===== src/pkg/uv_pkg.sv =====
// Purpose: shared constants and carriers for the power-state manager
// Assumes: 100 MHz clock, classic wishbone register access
// Notes: thresholds in 100 mV steps, times in 100 ms steps, run-on in minutes
package uv_pkg;

  // ----------------------------------------------------------------
  // clock and time base
  // ----------------------------------------------------------------
  localparam int unsigned CLK_HZ = 100_000_000;
  localparam int unsigned TICK_MS = 100;
  localparam int unsigned TICK_CYCLES_DEF = CLK_HZ / 1000 * TICK_MS;
  localparam int unsigned TICKS_PER_MIN = 600;

  // ----------------------------------------------------------------
  // register offsets (byte addresses)
  // ----------------------------------------------------------------
  localparam logic [7:0] ADDR_THRESH = 8'h00;
  localparam logic [7:0] ADDR_TIMES = 8'h04;
  localparam logic [7:0] ADDR_RUNON = 8'h08;
  localparam logic [7:0] ADDR_AWAKE = 8'h0c;
  localparam logic [7:0] ADDR_STATUS = 8'h10;
  localparam logic [7:0] ADDR_VOLT = 8'h14;

  // ----------------------------------------------------------------
  // field widths and reset values
  // ----------------------------------------------------------------
  localparam int unsigned VW = 8;
  localparam int unsigned TW = 8;
  localparam int unsigned RW = 8;
  localparam int unsigned SELW = 5;
  localparam logic [VW-1:0] ACT_THR_RST = 8'h6e;
  localparam logic [VW-1:0] DEACT_THR_RST = 8'h78;
  localparam logic [TW-1:0] TIME_RST = 8'h0a;
  localparam logic [RW-1:0] RUNON_RST = 8'h05;
  localparam logic [1:0] AWAKE_ENABLE_CODE = 2'h1;

  // undervoltage modes
  typedef enum logic [1:0] {
    UV_NORMAL,
    UV_DETECTED,
    UV_TERMINATE
  } uv_mode_e;

  // undervoltage configuration
  typedef struct packed {
    logic [VW-1:0] act_thr;
    logic [VW-1:0] deact_thr;
    logic [TW-1:0] act_time;
    logic [TW-1:0] term_time;
    logic [TW-1:0] deact_time;
  } uv_cfg_s;

  // undervoltage status
  typedef struct packed {
    uv_mode_e mode;
    logic detected;
    logic terminate;
  } uv_stat_s;

endpackage : uv_pkg


===== src/design/uv_monitor.sv =====
// Purpose: three-mode undervoltage state machine with dwell timers
// Assumes: voltage words already synchronised, tick is a one-cycle 100 ms pulse
// Notes: a zero dwell time gives an immediate transition
`timescale 1ns/1ps
module uv_monitor (
  // clock and reset
  input wire logic clk_i,
  input wire logic rst_i,
  // inputs
  input wire logic tick_i,
  input wire logic [uv_pkg::VW-1:0] volt_i,
  input wire uv_pkg::uv_cfg_s cfg_i,
  // status
  output uv_pkg::uv_stat_s stat_o
);
  import uv_pkg::*;

  typedef struct packed {
    uv_mode_e mode;
    logic [TW-1:0] cnt;
  } st_s;

  st_s st_ff;
  st_s nxt_st;
  logic low;
  logic high;

  // threshold compare
  assign low = volt_i < cfg_i.act_thr;
  assign high = volt_i > cfg_i.deact_thr;

  // mode sequencing
  always_comb begin
    nxt_st = st_ff;
    case (st_ff.mode)
      UV_NORMAL: begin
        if (!low) begin
          nxt_st.cnt = '0;
        end else if (st_ff.cnt >= cfg_i.act_time) begin
          nxt_st.mode = UV_DETECTED;
          nxt_st.cnt = '0;
        end else if (tick_i) begin
          nxt_st.cnt = st_ff.cnt + 1'b1;
        end
      end
      UV_DETECTED: begin
        if (high && st_ff.cnt >= cfg_i.deact_time) begin
          nxt_st.mode = UV_NORMAL;
          nxt_st.cnt = '0;
        end else if (!high && st_ff.cnt >= cfg_i.term_time) begin
          nxt_st.mode = UV_TERMINATE;
          nxt_st.cnt = '0;
        end else if (tick_i) begin
          nxt_st.cnt = st_ff.cnt + 1'b1;
        end
      end
      UV_TERMINATE: begin
        if (!high) begin
          nxt_st.cnt = '0;
        end else if (st_ff.cnt >= cfg_i.deact_time) begin
          nxt_st.mode = UV_NORMAL;
          nxt_st.cnt = '0;
        end else if (tick_i) begin
          nxt_st.cnt = st_ff.cnt + 1'b1;
        end
      end
      default: begin
        nxt_st.mode = UV_NORMAL;
      end
    endcase
  end

  // state register
  always_ff @(posedge clk_i) begin
    if (rst_i) begin
      st_ff <= '{mode: UV_NORMAL, cnt: '0};
    end else begin
      st_ff <= nxt_st;
    end
  end

  // status view
  // one driver for the whole status word
  assign stat_o = '{mode: st_ff.mode,
                    detected: st_ff.mode != UV_NORMAL,
                    terminate: st_ff.mode == UV_TERMINATE};

endmodule : uv_monitor


===== src/design/runon_timer.sv =====
// Purpose: run-on countdown in minutes
// Assumes: lock and unlock are one-cycle pulses, tick is 100 ms
// Notes: unlock wins over lock in the same cycle
`timescale 1ns/1ps
module runon_timer (
  // clock and reset
  input wire logic clk_i,
  input wire logic rst_i,
  // control
  input wire logic tick_i,
  input wire logic lock_i,
  input wire logic unlock_i,
  input wire logic [uv_pkg::RW-1:0] minutes_i,
  // status
  output logic running_o,
  output logic expired_o,
  output logic [uv_pkg::RW-1:0] remain_o
);
  import uv_pkg::*;

  typedef struct packed {
    logic run;
    logic [RW-1:0] mins;
    logic [9:0] sub;
  } st_s;

  st_s st_ff;
  st_s nxt_st;

  // countdown
  always_comb begin
    nxt_st = st_ff;
    if (unlock_i) begin
      nxt_st.run = 1'b0;
      nxt_st.mins = minutes_i;
      nxt_st.sub = '0;
    end else if (lock_i && !st_ff.run) begin
      nxt_st.run = 1'b1;
      nxt_st.sub = '0;
    end else if (st_ff.run && st_ff.mins != '0 && tick_i) begin
      if (st_ff.sub == 10'(TICKS_PER_MIN - 1)) begin
        nxt_st.sub = '0;
        nxt_st.mins = st_ff.mins - 1'b1;
      end else begin
        nxt_st.sub = st_ff.sub + 1'b1;
      end
    end
  end

  // state register
  always_ff @(posedge clk_i) begin
    if (rst_i) begin
      st_ff <= '{run: 1'b0, mins: RUNON_RST, sub: '0};
    end else begin
      st_ff <= nxt_st;
    end
  end

  assign running_o = st_ff.run && st_ff.mins != '0;
  assign expired_o = st_ff.run && st_ff.mins == '0;
  assign remain_o = st_ff.mins;

endmodule : runon_timer


===== src/design/undervoltage_runon_keepawake.sv =====
// Purpose: power-state manager: undervoltage modes, run-on, stay-awake
// Assumes: supplies, lock events and pool bits arrive asynchronously
// Notes: registers over classic wishbone, 32-bit words
`timescale 1ns/1ps
module undervoltage_runon_keepawake #(
  parameter int unsigned TICK_CYCLES = uv_pkg::TICK_CYCLES_DEF
) (
  // clock and reset
  input wire logic clk_i,
  input wire logic rst_i,
  // wishbone slave
  input wire logic cyc_i,
  input wire logic stb_i,
  input wire logic we_i,
  input wire logic [7:0] adr_i,
  input wire logic [3:0] sel_i,
  input wire logic [31:0] dat_i,
  output logic [31:0] dat_o,
  output logic ack_o,
  // supply measurements, 100 mV units
  input wire logic [uv_pkg::VW-1:0] supply_a_i,
  input wire logic [uv_pkg::VW-1:0] supply_b_i,
  input wire logic hw_uv_i,
  // locking events and signal pool
  input wire logic lock_i,
  input wire logic unlock_i,
  input wire logic [(1 << uv_pkg::SELW)-1:0] pool_i,
  // function requests and results
  input wire logic [7:0] func_req_i,
  output logic [7:0] func_en_o,
  output logic undervoltage_detected_flag_o,
  output logic undervoltage_terminate_flag_o,
  output logic internal_keep_awake_o,
  output logic sleep_ok_o
);
  import uv_pkg::*;

  localparam int unsigned PW = 1 << SELW;

  // ----------------------------------------------------------------
  // state
  // ----------------------------------------------------------------
  typedef struct packed {
    uv_cfg_s cfg;
    logic [RW-1:0] runon_min;
    logic [1:0] awake_en;
    logic [SELW-1:0] awake_sel;
    logic [7:0] vdep_mask;
    logic [31:0] rdata;
    logic ack;
    logic [31:0] tick_cnt;
    logic tick;
    logic [VW-1:0] volt;
    logic lock_q;
    logic unlock_q;
    logic [7:0] fen;
    logic det;
    logic term;
    logic keep;
    logic sleep;
  } st_s;

  st_s st_ff;
  st_s nxt_st;

  // synchroniser stages
  logic [VW-1:0] sa_m_ff, sa_s_ff, sb_m_ff, sb_s_ff;
  logic [2:0] ev_m_ff, ev_s_ff, ev_d_ff;
  logic [PW-1:0] pool_m_ff, pool_s_ff;

  uv_stat_s uv_stat;
  logic ro_running;
  logic ro_expired;
  logic [RW-1:0] ro_remain;

  // ----------------------------------------------------------------
  // input synchronisers
  // ----------------------------------------------------------------
  always_ff @(posedge clk_i) begin
    if (rst_i) begin
      sa_m_ff <= '0;
      sa_s_ff <= '0;
      sb_m_ff <= '0;
      sb_s_ff <= '0;
      ev_m_ff <= '0;
      ev_s_ff <= '0;
      ev_d_ff <= '0;
      pool_m_ff <= '0;
      pool_s_ff <= '0;
    end else begin
      sa_m_ff <= supply_a_i;
      sa_s_ff <= sa_m_ff;
      sb_m_ff <= supply_b_i;
      sb_s_ff <= sb_m_ff;
      ev_m_ff <= {hw_uv_i, unlock_i, lock_i};
      ev_s_ff <= ev_m_ff;
      ev_d_ff <= ev_s_ff;
      pool_m_ff <= pool_i;
      pool_s_ff <= pool_m_ff;
    end
  end

  // write one byte lane set into a narrow field
  function automatic logic [31:0] merge(input logic [31:0] old, input logic [31:0] wd,
                                        input logic [3:0] sel);
    logic [31:0] r;
    r = old;
    for (int i = 0; i < 4; i++) begin
      if (sel[i]) begin
        r[i*8 +: 8] = wd[i*8 +: 8];
      end
    end
    return r;
  endfunction : merge

  // ----------------------------------------------------------------
  // sub-blocks
  // ----------------------------------------------------------------
  uv_monitor u_uv (
    .clk_i(clk_i),
    .rst_i(rst_i),
    .tick_i(st_ff.tick),
    .volt_i(st_ff.volt),
    .cfg_i(st_ff.cfg),
    .stat_o(uv_stat)
  );

  runon_timer u_runon (
    .clk_i(clk_i),
    .rst_i(rst_i),
    .tick_i(st_ff.tick),
    .lock_i(st_ff.lock_q),
    .unlock_i(st_ff.unlock_q),
    .minutes_i(st_ff.runon_min),
    .running_o(ro_running),
    .expired_o(ro_expired),
    .remain_o(ro_remain)
  );

  // ----------------------------------------------------------------
  // next-state logic
  // ----------------------------------------------------------------
  always_comb begin
    logic [31:0] w;
    logic hit;
    w = '0;
    hit = 1'b0;
    nxt_st = st_ff;
    // 100 ms time base
    nxt_st.tick = 1'b0;
    if (st_ff.tick_cnt >= TICK_CYCLES - 1) begin
      nxt_st.tick_cnt = '0;
      nxt_st.tick = 1'b1;
    end else begin
      nxt_st.tick_cnt = st_ff.tick_cnt + 32'h1;
    end
    // higher of the two supplies
    nxt_st.volt = (sa_s_ff > sb_s_ff) ? sa_s_ff : sb_s_ff;
    // lock/unlock edges
    nxt_st.lock_q = ev_s_ff[0] && !ev_d_ff[0];
    nxt_st.unlock_q = ev_s_ff[1] && !ev_d_ff[1];
    // gate voltage-dependent functions on termination only
    for (int i = 0; i < 8; i++) begin
      nxt_st.fen[i] = func_req_i[i] && !(st_ff.vdep_mask[i] && uv_stat.terminate);
    end
    nxt_st.det = uv_stat.detected;
    nxt_st.term = uv_stat.terminate || ev_s_ff[2];
    // keep-awake from enable code and chosen pool bit
    nxt_st.keep = (st_ff.awake_en == AWAKE_ENABLE_CODE)
                  && pool_s_ff[st_ff.awake_sel];
    nxt_st.sleep = ro_expired && !st_ff.keep;
    // wishbone: ack one cycle, drops after
    nxt_st.ack = cyc_i && stb_i && !st_ff.ack;
    if (cyc_i && stb_i && !st_ff.ack) begin
      hit = 1'b1;
      if (adr_i == ADDR_THRESH) begin
        w = {16'h0, st_ff.cfg.deact_thr, st_ff.cfg.act_thr};
      end else if (adr_i == ADDR_TIMES) begin
        w = {8'h0, st_ff.cfg.deact_time, st_ff.cfg.term_time, st_ff.cfg.act_time};
      end else if (adr_i == ADDR_RUNON) begin
        w = {24'h0, st_ff.runon_min};
      end else if (adr_i == ADDR_AWAKE) begin
        w = {16'h0, st_ff.vdep_mask, 1'b0, st_ff.awake_sel, st_ff.awake_en};
      end else if (adr_i == ADDR_STATUS) begin
        w = {16'h0, ro_remain, 1'b0, st_ff.sleep, st_ff.keep, ro_running,
             st_ff.term, st_ff.det, uv_stat.mode};
      end else if (adr_i == ADDR_VOLT) begin
        w = {24'h0, st_ff.volt};
      end else begin
        hit = 1'b0;
      end
      nxt_st.rdata = we_i ? 32'h0 : w;
      if (we_i && hit) begin
        w = merge(w, dat_i, sel_i);
        if (adr_i == ADDR_THRESH) begin
          nxt_st.cfg.act_thr = w[7:0];
          nxt_st.cfg.deact_thr = w[15:8];
        end else if (adr_i == ADDR_TIMES) begin
          nxt_st.cfg.act_time = w[7:0];
          nxt_st.cfg.term_time = w[15:8];
          nxt_st.cfg.deact_time = w[23:16];
        end else if (adr_i == ADDR_RUNON) begin
          nxt_st.runon_min = w[7:0];
        end else if (adr_i == ADDR_AWAKE) begin
          nxt_st.awake_en = w[1:0];
          nxt_st.awake_sel = w[6:2];
          nxt_st.vdep_mask = w[15:8];
        end
      end
    end
  end

  // state register
  always_ff @(posedge clk_i) begin
    if (rst_i) begin
      st_ff <= '0;
      st_ff.cfg <= '{act_thr: ACT_THR_RST, deact_thr: DEACT_THR_RST,
                     act_time: TIME_RST, term_time: TIME_RST, deact_time: TIME_RST};
      st_ff.runon_min <= RUNON_RST;
    end else begin
      st_ff <= nxt_st;
    end
  end

  // outputs straight from flops
  assign dat_o = st_ff.rdata;
  assign ack_o = st_ff.ack;
  assign func_en_o = st_ff.fen;
  assign undervoltage_detected_flag_o = st_ff.det;
  assign undervoltage_terminate_flag_o = st_ff.term;
  assign internal_keep_awake_o = st_ff.keep;
  assign sleep_ok_o = st_ff.sleep;

endmodule : undervoltage_runon_keepawake


===== config.mk =====
export PLATFORM = sky130hd
export DESIGN_NAME = undervoltage_runon_keepawake
export DESIGN_NICKNAME = d
export VERILOG_FILES = /design/src/pkg/uv_pkg.sv /design/src/design/uv_monitor.sv /design/src/design/runon_timer.sv /design/src/design/undervoltage_runon_keepawake.sv
export SDC_FILE = /design/constraint.sdc
export NUM_CORES = 1
export LEC_CHECK = 0
export ABC_AREA = 1
export BUFFER_PORTS_ARGS = -buffer_cell sky130_fd_sc_hd__buf_2
export CAP_MARGIN = 15
export CORE_MARGIN = 2
export CORE_UTILIZATION = 45
export CTS_BUF_LIST = sky130_fd_sc_hd__clkbuf_4
export DETAILED_ROUTE_END_ITERATION = 10
export PLACE_DENSITY_LB_ADDON = 0.25
export SLEW_MARGIN = 20
export SYNTH_ARGS = -nofsm -noshare
export SYNTH_HDL_FRONTEND = slang
export SYNTH_HIERARCHICAL = 1
export SYNTH_SLANG_ARGS = --single-unit

===== constraint.sdc =====
create_clock -name clk_i -period 4.23 [get_ports clk_i]
set_input_delay 0.2115 -clock clk_i [delete_from_list [all_inputs] [get_ports clk_i]]
set_output_delay 0.2115 -clock clk_i [all_outputs]
set_load 0.005 [all_outputs]

==> results of run 1 <==
## timing repair
item / 4_1_cts / 5_1_grt
endpoints found under the setup margin: 0 / 0
endpoints found under the hold margin: 121 / 0
hold buffers: 96 / 0
## layout by cell type (no fill, tap or decap), types with 8 or more instances in the layout
cell                            Yosys  layout
sky130_fd_sc_hd__a21oi_1          133     133
sky130_fd_sc_hd__a21oi_2            9       9
sky130_fd_sc_hd__buf_2              9     134
sky130_fd_sc_hd__clkbuf_4           0     100
sky130_fd_sc_hd__clkinv_1           3      23
sky130_fd_sc_hd__conb_1             1      16
sky130_fd_sc_hd__dfxtp_1          276     276
sky130_fd_sc_hd__dlygate4sd3_1      0      96
sky130_fd_sc_hd__ha_1              56      56
sky130_fd_sc_hd__inv_1            290     290
sky130_fd_sc_hd__inv_2             11      11
sky130_fd_sc_hd__nand2_1          342     342
sky130_fd_sc_hd__nand3_1          108     108
sky130_fd_sc_hd__nand4_1           30      30
sky130_fd_sc_hd__nor2_1           266     266
sky130_fd_sc_hd__nor3_1            15      15
sky130_fd_sc_hd__o21ai_0           59      59
sky130_fd_sc_hd__o21ai_1           20      20
sky130_fd_sc_hd__o21bai_1          17      17
sky130_fd_sc_hd__or2_2              8       8
sky130_fd_sc_hd__xor2_1             8       8
## cell families after synthesis
family / share of synthesized area
adder cells (fa/ha/maj): 0.05333
AND/OR/NAND/NOR: 0.2725
buffers and inverters: 0.1349
multiplexers: 0.0007619
flip-flops: 0.4205
XOR/XNOR: 0.009999
AO/OA/AOI/OAI: 0.1077
other: 0.0002854
## sequential cells by signal (all words and copies together) (netlist names), 8 cells and up
| register | count |
|---|---|
| dat_o | 24 |
| sa_s_ff | 8 |
| u_uv/st_ff | 8 |
| pool_m_ff | 32 |
| func_en_o | 8 |
| u_runon/remain_o | 8 |
| st_ff | 106 |
| u_runon/st_ff | 11 |
| pool_s_ff | 32 |
| sb_m_ff | 8 |
| sb_s_ff | 8 |
| sa_m_ff | 8 |
## metrics by stage
| step | hold WS [ps] | setup slack, ps | instance area [um2] | total power (uW) |
|---|---|---|---|---|
| 3_5_place_dp | 378.0 | 1395 | 13790 | 3290 |
| 2_1_floorplan | 280.6 | 2598 | 13200 | 3136 |
| 4_1_cts | 13.77 | 2045 | 15720 | 5778 |
| 5_1_grt | 36.03 | 1801 | 15720 | 6018 |
| 6_report | 49.25 | 2023 | 15720 | 5709 |
| 3_3_place_gp | 377.5 | 1463 | 13790 | 3279 |
## power breakdown
group	internal [uW]	switching [uW]	total (uW)	leakage [uW]
registers	2680	64.3	2750	0.00225
logic	231	330	561	0.00462
clock network	1290	1110	2400	0.000559
total	4210	1500	5710	0.00743
## Yosys cell counts, drive strengths merged, types with 2 or more instances
| library cell | count |
|---|---|
| o211ai | 3 |
| nand3b | 5 |
| nand2 | 351 |
| ha | 56 |
| dfxtp | 276 |
| o21bai | 17 |
| nand3 | 112 |
| a21oi | 142 |
| nor3 | 20 |
| clkinv | 5 |
| buf | 69 |
| o21a | 6 |
| nand4 | 31 |
| nor3b | 7 |
| o221ai | 6 |
| xnor2 | 7 |
| clkbuf | 34 |
| xor2 | 8 |
| or2 | 9 |
| nor2 | 280 |
| o21ai | 79 |
| o22ai | 2 |
| inv | 302 |
## per-layer routing
metal | track usage | vias up | wire (um)
li1 | - | 6188 | -
met1 | 0.2685 | 5251 | 14420
met2 | 0.3544 | 379 | 15020
met3 | 0.05548 | 56 | 2540
met4 | 0.07083 | 0 | 623
met5 | 0 | - | 0
## cell type report
| class | count | area, um2 |
|---|---|---|
| clock buffers | 100 | 750.7 |
| clock inverters | 30 | 214.0 |
| flip-flops and latches | 276 | 5525 |
| repair buffers | 238 | 1695 |
| inverters | 307 | 1157 |
| fillers | 2751 | 12980 |
| well taps | 384 | 480.5 |
| diodes | 1 | 2.502 |
| multi-input cells | 1163 | 5897 |
## worst min path at each step
stage                               start  slack [ps]                    endpoint
finish                           sel_i[1]          50     st_ff[139]$_SDFFE_PP1P_
global placement    ev_d_ff[0]$_SDFF_PP0_         380        st_ff[13]$_SDFF_PP0_
global route                     sel_i[1]          40     st_ff[139]$_SDFFE_PP1P_
floorplan                           rst_i         280  u_uv/st_ff[1]$_SDFFE_PP0P_
detailed placement  ev_d_ff[0]$_SDFF_PP0_         380        st_ff[13]$_SDFF_PP0_
CTS                             dat_i[15]          10     st_ff[126]$_SDFFE_PP0P_
## critical path: stages (launching register included)
cell                       delay, ps
sky130_fd_sc_hd__dfxtp_1         300
sky130_fd_sc_hd__nand3b_1        300
sky130_fd_sc_hd__nor3_2          380
sky130_fd_sc_hd__nand2_2         150
sky130_fd_sc_hd__nor2_4          670
sky130_fd_sc_hd__nand3_1         160
sky130_fd_sc_hd__nand2_1          90
sky130_fd_sc_hd__inv_1            40
==> results.md, run 1 <==
Status:
- The flow ran to the end, and the final reports show no timing, DRC or antenna violations.

Power and ir drop:
- Across the VDD grid, the largest voltage drop is between 0.2 and 0.25 mV.
- For this design the ratio of total power to cell area is about 360 nW/um2.
- The analysis attributes to cell leakage a power of about 0.0074 uW.

Worst setup path:
- The startpoint identified for the worst register-to-register timing path is ack_o$_SDFF_PP0_.
- Counting cells, the worst reg-to-reg path comes to 7.
- The critical path startpoint is ack_o$_SDFF_PP0_.
- The endpoint of the lowest-slack register-to-register path is st_ff[131]$_SDFFE_PP0P_.
- The setup path with the least slack is of type register to register.
- STA classifies the critical path startpoint as a register.
- The worst setup path is captured at a register.
- The signal arrival time at the worst endpoint is around 2800 ps.
- In this run the worst path has a maximum fanout of 32.
- Setup slack on the worst reg-to-reg path comes out at ~2000 ps.
- The required time at the worst-slack endpoint is between 4000 and 5000 ps.
- The most critical setup path has its endpoint at st_ff[131]$_SDFFE_PP0P_.

Clock tree:
- The number of CTS-inserted buffers is 75.
- Clock-pin slew was measured on the worst setup and hold paths at ~60 ps.
- The clock tree buffer depth is 3.
- Buffers added to address setup during post-CTS repair amount to 0.
- The number of sinks handled by clock tree synthesis is roughly 280.
- The cell at the root of the clock tree is sky130_fd_sc_hd__clkbuf_4.
- The worst-skew pair later-pin latency is ~700 ps.
- TritonCTS built the clock tree.
- CTS built an H-tree with a depth of 3.
- Gates resized during post-CTS repair numbered 0.

Logic synthesis:
- The average cell area after synthesis is between 7 and 8 um2.
- The share of synthesized area in the top cell type comes to 0.4205.
- The most common flop cell mapped by yosys is sky130_fd_sc_hd__dfxtp_1.
- After synthesis, the share of flip-flops with an asynchronous set or reset is 0.
- The biggest area contributor in the post-synthesis netlist is sky130_fd_sc_hd__dfxtp_1.
- Counting distinct cell types in the post-synthesis netlist gives 49.
- The synthesized design contains 276 register bits.
- The count of flip-flops with a built-in enable after synthesis is 0.
- Counting every instance in the synthesized netlist gives between 1500 and 2000.
- For this run, the register share of the synthesized area comes to 0.4205.
- By area the synthesized netlist is led by sky130_fd_sc_hd__dfxtp_1, sky130_fd_sc_hd__nand2_1, sky130_fd_sc_hd__inv_1.
- The mapped netlist covers around 13000 um2.
- The number of warnings issued by yosys is 6.

Run:
- Max-cap violations in this run came to 0.

Drt:
- In the routed layout, each cell is associated on average with a via count of 4.752.
- The first TritonRoute pass finished after 6 iterations.
- The aggregate routed wire length is ~33000 um.
- In this run the remaining antenna-violating nets after routing total 0.
- After detailed routing, the average wire length per cell comes to around 13 um.
- The number of DRC violations after detailed-routing iteration 0 is between 700 and 800.
- In the routed design, unresolved DRC markers number 0.
- The overall via count from detail_route is between 10000 and 15000.

Min path:
- The worst hold path class is input pin to register.
- The number of cells on the worst hold path is 3.

Floorplan:
- Pin placement for this block handled approximately 150 I/O pins.
- In this run the vertical extent of the chip is between 150 and 200 um.
- The core region is 28700 um2.
- The die covers a little over 30000 um2.
- Row generation in the floorplan step produced between 60 and 70 rows.
- The starting density of the core is 0.4578.
- The floorplan step set the die width to approximately 170 um.

STA:
- In the finished design, the share of the clock period the worst path needs comes to 0.5217.
- The final number of hold-violating endpoints came to 0.
- The number of max-slew violations in the final report is 0.
- Setup violations remaining at the end of the flow were counted as 0.
- The worst clock skew is between 50 and 60 ps.
- Derived from the worst setup path, the maximum achievable clock frequency is 453.1 MHz.
- The transition at the pin with the smallest max-transition slack is ~950 ps.
- Measured against its own limit, the worst slew margin works out to 0.3629.
- The clock period minus final worst setup slack is around 2200 ps.
- Adding up every negative setup slack in the final design gives 0 ps.
- Setup repair after global routing left no endpoint under its margin.

GRT:
- The number of global-route vias before repair came to ~11000.
- The first-pass GRT wire length is 53460 um.
- The all-layer global routing usage is 0.2129.
- Entering global routing, the biggest net connects 105 pins.
- The number of antenna violations at the first check in global routing came to 1.
- The total global routing overflow is 0.

Final layout:
- Measured on the finished design, the core utilization comes to 0.5478.
- Leaving out filler cells and counting taps, the final layout contains between 2000 and 2500.
- The synthesis-to-finish area growth is 19.66%.
- The net count reported at finish is ~2200.
- Of the cells placed in the final design, the portion with a size suffix greater than 1 is 0.1500.

Placement:
- The number of cells after detailed placement is about 2300.
- The HPWL after detailed placement is between 20000 and 25000 um.
- Buffers placed on the I/O ports in this run total approximately 140.
- The final weighted congestion in routability-driven placement is 0.9123.
No activity file was read; power rests on OpenSTA's default activity.
==> run 2, diff against run 1 <==
- clock period: 4.23 -> 2.1 ns (I/O delays scaled with it)
==> run 2 against run 1 <==
Die area did not move. Critical endpoint is now st_ff[95]$_SDFFE_PP0P_. Clock power grew 93%. Final cell count increased by 2.6%.
==> results.md, run 2 (synthesis gave the netlist of run 1 again) <==
STA:
- The final number of hold-violating endpoints is 0 (unchanged).
- The headroom to the max-slew limit is 0.6589 (+0.2960).
- The final worst hold slack came to 87.76 ps (+38.52 ps).
- The count of endpoints failing setup in the final report came to 0 (unchanged).
- The final clock period utilization by the worst path was 0.9264 (+0.4046).
- The clock period minus final worst setup slack is 1945 ps (-261.6 ps).
- The worst clock skew is 66.08 ps (+15.21 ps).
- The upper clock frequency limit was 514.0 MHz (+13%).
- The number of max-slew violations in the final report is 0 (unchanged).
- The final worst-path setup slack is 154.6 ps (-1868 ps).
- The transition at the pin with the smallest max-transition slack is 511.1 ps (-443.5 ps).
- Setup repair after global routing could not meet its margin everywhere.

Clock tree:
- The maximum level of the CTS H-tree is 3 (unchanged).
- The clock tree from TritonCTS is done.
- The worst-skew pair later-pin latency is 690 ps (about the same).
- The clock tree buffer depth came to 3 (unchanged).
- The number of CTS-inserted buffers was 76 (+1.3%).
- The number of sinks handled by clock tree synthesis is 276 (unchanged).
- The post-CTS repair timing setup buffer count came to 0 (unchanged).
- The cell sitting at the root of the clock tree is a sky130_fd_sc_hd__clkbuf_4.
- The post-CTS clock slew at the launch and capture registers of the worst setup and hold paths was 60 ps (about the same).

Final layout:
- The count of fill cells added during filler insertion came to 2711 (-1.5%).
- The layout cell share with drive strength beyond 1 was 0.1626 (+0.01266).
- In the final layout, the registers with the most flip-flops are st_ff x106, pool_m_ff x32, pool_s_ff x32.
- The net count reported at finish is 2295 (+3.1%).
- From synthesis to final layout, the design area changed by 24.49%.
- The leading cell type in the layout, fill and taps excluded is sky130_fd_sc_hd__nand2_1.
- The top cell types in the final layout, fill and taps aside, are sky130_fd_sc_hd__nand2_1, sky130_fd_sc_hd__inv_1, sky130_fd_sc_hd__dfxtp_1.
- The number of flip-flops under the largest register name is 106 (unchanged).
- More flip-flops sit in one register than any other, and that register is st_ff.
- The count of non-filler cells in the finished layout is 2563 (+2.6%).

Placement:
- The final weighted congestion in routability-driven placement came to 0.9569 (+4.9%).
- The number of cells after detailed placement is 2297 (+1.1%).
- The quantity of I/O buffers inserted on ports was 135 (unchanged).
- The worst slack at placement was 82.47 ps (-1313 ps).
- The HPWL after detailed placement was 23270 um (+3.5%).

GRT:
- The number of antenna violations at the first check in global routing is 2 (+1).
- The number of global-route vias before repair is 12009 (+6.2%).
- The global-route met2 utilization is 0.3908 (+0.03640).
- The total global routing overflow was 0 (unchanged).
- met2 is the most crowded layer.
- The maximum number of pins on one net before global-route repair came to 98 (-6.7%).
- The global routing met1 resource utilization is 0.2851 (+0.01658).
- The all-layer global routing usage is 0.2293 (+0.01636).
- The met3 routing resource usage after global routing is 0.05461 (-0.0008703).
- The first-pass GRT wire length is 57330 um (+7.2%).

Min path:
- The worst hold path belongs to the class input pin to register.
- The startpoint identified for the worst hold timing path is adr_i[3].
- The path with the worst hold slack has its endpoint at st_ff[96]$_SDFFE_PP0P_.
- The number of cells on the worst hold path is 8 (+5).

Worst setup path:
- The cell depth of the worst flop-to-flop path is 7 (unchanged).
- The setup slack of the most critical reg-to-reg path is 150 ps (-1870 ps).
- The required time at the worst-slack endpoint came to 2680 ps (-2110 ps).
- The worst setup path is captured at a register.
- The start of the worst register-to-register path is ack_o$_SDFF_PP0_.
- The type of the worst setup path is register to register.
- The signal arrival time at the worst endpoint came to 2530 ps (-240 ps).
- The endpoint of the lowest-slack register-to-register path is st_ff[95]$_SDFFE_PP0P_.
- The worst setup path is launched from a register.
- The largest fanout on the critical path came to 12 (-63%).

Floorplan:
- The floorplan core area was 28700 um2 (unchanged).
- The die outline area is 30580 um2 (unchanged).
- The die outline width came to 174.9 um (unchanged).
- The starting density of the core is 0.4578 (unchanged).
- The number of primary I/O pins was 153 (unchanged).
- The number of placement rows is 62 (unchanged).
- The height of the die is 174.9 um (unchanged).

Drt:
- The number of iterations in the first detailed-routing pass was 5 (-1).
- The number of vias per cell came to 4.781 (+0.62%).
- The number of DRC violations after detailed-routing iteration 0 came to 772 (+0.13%).
- The number of antenna-violating nets in the routed design is 0 (unchanged).
- The number of remaining DRC errors was 0 (unchanged).
- The aggregate routed wire length is 34780 um (+6.7%).
- The average routed wire per standard cell is 13.57 um (+4.0%).
- The overall via count from detail_route was 12253 (+3.2%).

Power and ir drop:
- The leakage power total came to 0.007782 uW (+4.7%).
- The power per cell area was 698.7 nW/um2 (+92%).
- The peak ir drop on the vdd network is 0.4747 mV (+100%).

Run:
- The number of max-cap violations was 0 (unchanged).

Status:
- The run finished with clean final reports.
run 2: cell count changes in the layout (fill, tap and decap cells not counted), sizes merged:
cell / delta
inv: +1
clkbuf: +5
buf: +25
dlygate4sd3: +44
diode: +1
clkinvlp: -1
clkinv: -9
bufinv: -2
run 2: worst max-delay path: stages (launching register included):
cell	delay, ps
sky130_fd_sc_hd__dfxtp_1	300
sky130_fd_sc_hd__nand3b_1	310
sky130_fd_sc_hd__nor3_2	400
sky130_fd_sc_hd__nand2_2	150
sky130_fd_sc_hd__nor2_4	250
sky130_fd_sc_hd__buf_4	240
sky130_fd_sc_hd__o21ai_0	90
sky130_fd_sc_hd__a21oi_1	130
run 2: through the flow:
| step | instance area (um2) | util | total power, uW | TNS (ps) |
|---|---|---|---|---|
| after floorplan | 13200 | - | 6316 | 0 |
| after global placement | 14020 | 0.4884 | 6657 | 0 |
| after detailed placement | 14020 | 0.4884 | 6680 | 0 |
| after CTS | 16330 | 0.5690 | 11530 | 0 |
| after global routing | 16350 | 0.5698 | 12060 | -13.10 |
| final | 16360 | 0.5699 | 11430 | 0 |
run 2: power breakdown:
part,switching [uW],internal (uW),total [uW]
registers,112,5410,5520
clock network,2190,2430,4620
logic,719,570,1290
total,3020,8410,11400
run 2: worst max path at each step:
stage                                           from                    endpoint  slack [ps]  cells after the start
after CTS                       st_ff[23]$_SDFF_PP0_        st_ff[45]$_SDFF_PP0_          90                     10
after floorplan           u_uv/st_ff[0]$_SDFFE_PP0P_  u_uv/st_ff[0]$_SDFFE_PP0P_         470                     13
after detailed placement        st_ff[23]$_SDFF_PP0_        st_ff[45]$_SDFF_PP0_          80                     10
after global routing            st_ff[23]$_SDFF_PP0_        st_ff[45]$_SDFF_PP0_         -10                     11
final                               ack_o$_SDFF_PP0_      st_ff[95]$_SDFFE_PP0P_         150                      7
after global placement          st_ff[23]$_SDFF_PP0_        st_ff[45]$_SDFF_PP0_         170                     11
run 2: cell type report:
cell class                      count  area (um2)  area share
Multi-Input combinational cell   1163        5918      0.3618
Sequential cell                   276        5525      0.3378
Timing Repair Buffer              307        2361      0.1443
Inverter                          307        1157     0.07076
Clock buffer                      105       788.3     0.04819
Tap cell                          384       480.5     0.02937
Clock inverter                     19       121.4    0.007420
Antenna cell                        2       5.005   0.0003060
run 2: repair_timing:
action,4_1_cts,5_1_grt
endpoints found under the hold margin,193,0
hold buffers,140,0
endpoints found under the setup margin,0,10
resized for setup,0,8
run 2: routing by layer:
| layer | vias up | wire length (um) |
|---|---|---|
| met5 | - | 0 |
| met4 | 0 | 617 |
| met3 | 51 | 2381 |
| met2 | 367 | 16300 |
| met1 | 5513 | 15480 |
| li1 | 6322 | - |
